**config.mk**
```make
export PLATFORM = sky130hd
export DESIGN_NAME = ipd_prescaler
export DESIGN_NICKNAME = d
export VERILOG_FILES = /design/src/hw/ipd_pkg.sv /design/src/hw/ipd_edge_sync.sv /design/src/hw/ipd_prescaler.sv
export SDC_FILE = /design/constraint.sdc
export NUM_CORES = 1
export LEC_CHECK = 0
export BUFFER_PORTS_ARGS = -buffer_cell sky130_fd_sc_hd__buf_2
export CORE_MARGIN = 4
export CORE_UTILIZATION = 55
export DETAILED_ROUTE_END_ITERATION = 7
export PLACE_DENSITY = 0.81
export SETUP_SLACK_MARGIN = 0.2
export SYNTH_ARGS = -nofsm -noshare
export SYNTH_HDL_FRONTEND = slang
export SYNTH_SLANG_ARGS = --single-unit
```
**constraint.sdc**
```tcl
create_clock -name sys_clk -period 2.55 [get_ports sys_clk]
set_clock_uncertainty 0.2 [all_clocks]
set_input_delay 0.255 -clock sys_clk [delete_from_list [all_inputs] [get_ports sys_clk]]
set_output_delay 0.255 -clock sys_clk [all_outputs]
set_load 0.01 [all_outputs]
```
**src/hw/ipd_pkg.sv**
```systemverilog
// ipd_pkg: constants for the input reference prescale divider
// assumes a 25 MHz system clock and byte-wide registers on a word bus
package ipd_pkg;
  // ****************************************************************
  // register map (printed offsets are indices, byte address = 4x)
  // ****************************************************************
  localparam logic [7:0]  IPD_IDX_DIV_LOW   = 8'h46;
  localparam logic [7:0]  IPD_IDX_DIV_HIGH  = 8'h47;
  localparam logic [7:0]  IPD_IDX_PATH_SEL  = 8'h50;
  localparam logic [7:0]  IPD_IDX_STATUS    = 8'h51;
  localparam logic [9:0]  IPD_ADDR_DIV_LOW  = {IPD_IDX_DIV_LOW, 2'b00};
  localparam logic [9:0]  IPD_ADDR_DIV_HIGH = {IPD_IDX_DIV_HIGH, 2'b00};
  localparam logic [9:0]  IPD_ADDR_PATH_SEL = {IPD_IDX_PATH_SEL, 2'b00};
  localparam logic [9:0]  IPD_ADDR_STATUS   = {IPD_IDX_STATUS, 2'b00};
  // ****************************************************************
  // fields and reset values
  // ****************************************************************
  localparam int          IPD_DIV_W         = 14;
  localparam int          IPD_HIGH_W        = 6;
  localparam logic [7:0]  IPD_DIV_LOW_RST   = 8'hFF;
  localparam logic [7:0]  IPD_DIV_HIGH_RST  = 8'h3F;
  localparam logic [13:0] IPD_DIV_MAX       = 14'h30D3;
  localparam logic [31:0] IPD_UNMAPPED_RD   = 32'h0000_0000;
  localparam int          IPD_SYNC_STAGES   = 3;
endpackage

```
**src/hw/ipd_edge_sync.sv**
```systemverilog
// ipd_edge_sync: three-stage synchroniser with rising edge pulse
// assumes the input is asynchronous to sys_clk
`timescale 1ns/1ps
module ipd_edge_sync
  import ipd_pkg::*;
(
  input  wire logic sys_clk,   // system clock
  input  wire logic rstn,      // async reset, active low
  input  wire logic pin_in,    // raw asynchronous level
  output logic      level_out, // settled level
  output logic      rise_out   // one-cycle pulse on a settled rise
);
  typedef struct packed {
    logic [IPD_SYNC_STAGES-1:0] sh;
    logic                       lvl;
  } ipd_sync_t;
  ipd_sync_t s_q, s_d;

  // a change counts once stages two and three agree
  always_comb begin
    s_d = s_q;
    s_d.sh = {s_q.sh[IPD_SYNC_STAGES-2:0], pin_in};
    if (s_q.sh[1] == s_q.sh[2]) begin
      s_d.lvl = s_q.sh[2];
    end
  end

  always_ff @(posedge sys_clk or negedge rstn) begin
    if (!rstn) begin
      s_q <= '0;
    end else begin
      s_q <= s_d;
    end
  end

  assign level_out = s_q.lvl;
  assign rise_out  = s_d.lvl & ~s_q.lvl;
endmodule // ipd_edge_sync

```
**src/hw/ipd_prescaler.sv**
```systemverilog
// ipd_prescaler: programmable 14-bit pre-divider for reference inputs
// assumes reference inputs below half of sys_clk after sampling
//
// Contract
// - the divisor is 14 bits, low register gives 7:0, high gives 13:8.
// - the low divisor register is read/write and resets to all ones.
// - the high register is read/write, resets to 0x3F, bits 7:6 unused.
// - only inputs selected for the prescaler are divided, others pass.
//
// The Avalon-MM slave port was left to the implementer.
`timescale 1ns/1ps
module ipd_prescaler
  import ipd_pkg::*;
#(
  parameter int N_IN = 2                // number of reference inputs
) (
  input  wire logic              sys_clk,          // 25 MHz clock
  input  wire logic              rstn,             // async reset, low
  input  wire logic [9:0]        avs_address,      // byte address
  input  wire logic              avs_read,         // read request
  input  wire logic              avs_write,        // write request
  input  wire logic [31:0]       avs_writedata,    // write data
  input  wire logic [3:0]        avs_byteenable,   // byte lanes
  output logic      [31:0]       avs_readdata,     // read data
  output logic                   avs_waitrequest,  // stall
  input  wire logic [N_IN-1:0]   ref_in,           // reference pins
  output logic      [N_IN-1:0]   ref_out           // to monitors
);
  typedef struct packed {
    logic [7:0]              div_low;
    logic [IPD_HIGH_W-1:0]   div_high;
    logic [N_IN-1:0]         path_sel;
    logic [N_IN-1:0]         half_sel;
    logic [N_IN-1:0][13:0]   cnt;
    logic [N_IN-1:0]         out;
    logic                    ack;
    logic [31:0]             rdata;
  } ipd_state_t;
  ipd_state_t s_q, s_d;

  logic [N_IN-1:0] lvl;
  logic [N_IN-1:0] rise;
  logic [13:0]     divisor;
  logic            req;

  // ****************************************************************
  // input synchronisers
  // ****************************************************************
  genvar g;
  generate
    for (g = 0; g < N_IN; g++) begin : g_sync
      ipd_edge_sync u_sync (
        .sys_clk   (sys_clk),
        .rstn      (rstn),
        .pin_in    (ref_in[g]),
        .level_out (lvl[g]),
        .rise_out  (rise[g])
      );
    end
  endgenerate

  assign divisor = {s_q.div_high, s_q.div_low};
  assign req     = avs_read | avs_write;
  // one wait cycle, answer on the second edge
  assign avs_waitrequest = req & ~s_q.ack;

  // ****************************************************************
  // bus slave and divider
  // ****************************************************************
  always_comb begin
    s_d = s_q;
    s_d.ack = req & ~s_q.ack;
    if (avs_write && s_q.ack && avs_byteenable[0]) begin
      unique case (avs_address)
        IPD_ADDR_DIV_LOW:  s_d.div_low  = avs_writedata[7:0];
        IPD_ADDR_DIV_HIGH: s_d.div_high = avs_writedata[IPD_HIGH_W-1:0];
        IPD_ADDR_PATH_SEL: s_d.path_sel = avs_writedata[N_IN-1:0];
        default: ;
      endcase
    end
    if (avs_read && !s_q.ack) begin
      unique case (avs_address)
        IPD_ADDR_DIV_LOW:  s_d.rdata = {24'h00_0000, s_q.div_low};
        IPD_ADDR_DIV_HIGH: s_d.rdata = {26'h000_0000, s_q.div_high};
        IPD_ADDR_PATH_SEL: s_d.rdata = 32'({s_q.path_sel});
        IPD_ADDR_STATUS:   s_d.rdata = 32'({lvl, s_q.out});
        default:           s_d.rdata = IPD_UNMAPPED_RD;
      endcase
    end
    // count divisor+1 rises per output cycle
    for (int i = 0; i < N_IN; i++) begin
      if (rise[i]) begin
        if (s_q.cnt[i] >= divisor) begin
          s_d.cnt[i] = 14'h0000;
          s_d.out[i] = 1'b1;
        end else begin
          s_d.cnt[i] = s_q.cnt[i] + 14'h0001;
          if (s_q.cnt[i] == (divisor >> 1)) begin
            s_d.out[i] = 1'b0;
          end
        end
      end else if (divisor == 14'h0000 && !lvl[i]) begin
        // divide by one: follow the settled low phase, else out sticks high
        s_d.out[i] = 1'b0;
      end
    end
  end

  always_ff @(posedge sys_clk or negedge rstn) begin
    if (!rstn) begin
      s_q          <= '0;
      s_q.div_low  <= IPD_DIV_LOW_RST;
      s_q.div_high <= IPD_DIV_HIGH_RST[IPD_HIGH_W-1:0];
    end else begin
      s_q <= s_d;
    end
  end

  assign ref_out      = (s_q.path_sel & s_q.out) | (~s_q.path_sel & lvl);
  assign avs_readdata = s_q.rdata;
endmodule // ipd_prescaler

```
==> metrics.md <==
| Metric | Value |
|---|---|
| Status | `finished, final reports clean` |
| Top cells by count, synth | `dfrtp_1, xor2_1, nand2_1, nor2_1, buf_4` |
| I/O Buffers | `35` |
| Hold path startpoint | `avs_write` |
| Final Cycle Share | `93.68%` |
| Reg2Reg Setup Slack | `160 ps` |
| HPWL after DPL | `roughly 7 mm` |
| CP Data Required Time | `2630 ps` |
| Critical path type | `reg2reg` |
| Reg clk slew, reported paths | `70 ps` |
| Cell with the most instances after synthesis | `dfrtp_1` |
| Seq/Total Area, Yosys | `40.79%` |
| Final nets | `569` |
| Routed WL per cell | `between 15 and 20 µm` |
| Mapped Avg Cell Area | `9.577 µm²` |
| Lkg Pwr | `2.272 nW` |
| Final Slew Violations | `0` |
| Tightest Pin Transition | `approximately 680 ps` |
| Ranking of synthesized cells by area | `dfrtp_1, ha_1, dfstp_2` |
| Worst R2R Start | `divisor[4]` |
| Critical Path AT | `around 2500 ps` |
| Vias in the first global route | `3290` |
| Routed Antenna Nets | `0` |
| Synthesis-to-layout area growth | `22.09%` |
| N_diodes | `0` |
| Post-synth EDFFs | `0` |
| Yosys warns | `0` |
| Peak VDD IR | `between 0.0002 and 0.00025 V` |
| #FFs+latches synth | `63` |
| Design Power | `about 2.5 mW` |
| First-pass DRT Iterations | `5` |
| Pwr per Cell Area | `approximately 530 nW/µm²` |
| Initial antenna violation count | `0` |
| Starting density of the core | `57.20%` |
| Root Buffer | `clkbuf_8` |
| Crit. Startpoint | `divisor[4]` |
| Worst reg2reg path endpoint | `s_q[37]` |
| Share of the synthesized area in the top cell type | `31.38%` |
| Biggest area consumer among synthesized cells | `dfrtp_1` |
| Rows | `30` |
| CTS tree | `built` |
| Register-to-Register Path Depth | `8` |
| Endpoint type of the worst setup path | `register` |
| GRT Resource Usage Total | `between 20% and 30%` |
| Setup TNS | `0 ps` |
| Final instance area | `4771 µm²` |
| Crit start category | `register` |
| Clock buffer count from CTS | `9` |
| Share of cells above drive strength 1 | `26.42%` |
| # DRC | `0` |
| Routability congestion estimate | `0.9270` |
| Number of hold violations in the final report | `0` |
| WHS | `8.034 ps` |
| Hold Path Class | `in2reg` |
| Clk sink count | `63` |
| # setup viols final | `0` |
| Crit path to | `s_q[37]` |
| Cell area after placement | `4168 µm²` |
| Ys flop type | `dfrtp_1` |
| Cell variety after synth | `46` |
| Routed wire length | `11.29 mm` |
| Die W | `92.29 µm` |
| I/O pin cnt | `87` |
| Asr flop ratio synth | `100.0%` |
| DR vias/cell | `6.134` |
| Max cap viols | `0` |
| Core area | `6832 µm²` |
| # H-tree levels | `3` |
| Die Y | `92.29 µm` |
| Worst-path fanout max | `4` |
| Cells after Synth | `just over 400` |
| Clk Latency, worst-skew pair | `350 ps` |
| Max Clk Rate | `about 420 MHz` |
| Initial DRC count | `326` |
| Die area | `about 8500 µm²` |
| Max-slew headroom | `between 50% and 60%` |
| Longest Clk Path Bufs | `2` |
| First-pass GRT wire length | `15.88 mm` |
| RSZ-0062 raised after global routing | `false` |
| Overflow after GRT | `0` |
| Final Critical Period | `2389 ps` |
| Pin count of the biggest net entering global routing | `32` |
| Post-Syn Area | `3907 µm²` |
| Routed vias | `3607` |
[routing by layer]
metal / track usage (%) / up-vias / part of all wire, %
li1: - / 1546 / -
met1: 29.37 / 1713 / 37
met2: 39.84 / 283 / 48
met3: 5.118 / 65 / 10
met4: 9.901 / 0 / 4.7
met5: 0 / - / 0
[sequential cells by signal, summed over array words and instances (netlist names)]
| register | count |
|---|---|
| g_sync.u_sync.s_d | 4 |
| avs_readdata | 8 |
| g_sync.u_sync.level_out | 2 |
| divisor | 14 |
| s_q | 33 |
| g_sync.u_sync.s_q | 2 |
[per-stage QoR]
stage	setup slack [ps]	util (%)	cells
after floorplan	309.6	-	431
after global placement	109.2	61.01	544
after detailed placement	83.86	61.01	544
after CTS	213.8	66.39	577
after global routing	162.0	69.84	588
final	161.0	69.84	588
[critical path, stage by stage (launching register included)]
cell and delay, ps:
dfstp_2 570, inv_1 100, ha_1 320, nand4_1 120, o221ai_2 120, a311o_1 410, buf_4 170, o21ai_1 180
o2bb2ai_1 130
[how the worst min path moves through the flow]
stage / slack (ps) / endpoint / cells after the start
2_1_floorplan: -240 / avs_readdata[0] / 0
3_3_place_gp: 110 / s_q[33] / 1
3_5_place_dp: 120 / avs_readdata[6] / 1
4_1_cts: 20 / s_q[32] / 3
5_1_grt: 70 / s_q[32] / 3
6_report: 8 / s_q[32] / 3
[report_power, final]
part           total (mW)  switching (mW)  internal [mW]
clock               0.920           0.414          0.506
combinational       0.469           0.255          0.214
sequential           1.15          0.0848           1.06
[kinds of logic after synthesis]
group | Yosys count | share of synthesized area, %
AO/OA/AOI/OAI | 61 | 9.607
XOR/XNOR | 48 | 10.76
adder cells (fa/ha/maj) | 31 | 9.862
buffers and inverters | 53 | 8.389
flip-flops | 63 | 40.79
multiplexers | 5 | 1.441
other | 1 | 0.09597
AND/OR/NAND/NOR | 146 | 19.05
[repair_timing]
action                                  CTS  global route
hold buffers                             11             0
pin swaps                                 2             5
buffers inserted                          6            11
resized for setup                         1            21
endpoints found under the setup margin   13            18
cloned                                    0             0
endpoints found under the hold margin    33             0
[cell usage in the layout, fill, tap and decap left out, drive strengths merged, types with 4 or more instances in the layout]
| cell type | synthesis | final |
|---|---|---|
| a21oi | 12 | 12 |
| and3 | 11 | 11 |
| buf | 34 | 72 |
| clkbuf | 4 | 12 |
| conb | 1 | 24 |
| dfrtp | 49 | 49 |
| dfstp | 14 | 14 |
| dlygate4sd3 | 0 | 11 |
| ha | 30 | 30 |
| inv | 15 | 15 |
| mux2 | 5 | 5 |
| nand2 | 35 | 35 |
| nand2b | 4 | 4 |
| nand3 | 16 | 16 |
| nand3b | 5 | 5 |
| nand4 | 15 | 15 |
| nor2 | 34 | 34 |
| nor3 | 6 | 6 |
| nor4 | 10 | 10 |
| o21ai | 29 | 29 |
| xnor2 | 9 | 9 |
| xor2 | 39 | 39 |
[area by class of cell]
| cell class | instances | area (µm²) |
|---|---|---|
| clock inverters | 4 | 53.80 |
| fillers | 477 | 2061 |
| repair buffers | 83 | 579.3 |
| inverters | 15 | 56.30 |
| multi-input cells | 315 | 2212 |
| well taps | 96 | 120.1 |
| clock buffers | 12 | 155.1 |
| flip-flops and latches | 63 | 1594 |
(Power assumes the default switching activity.)
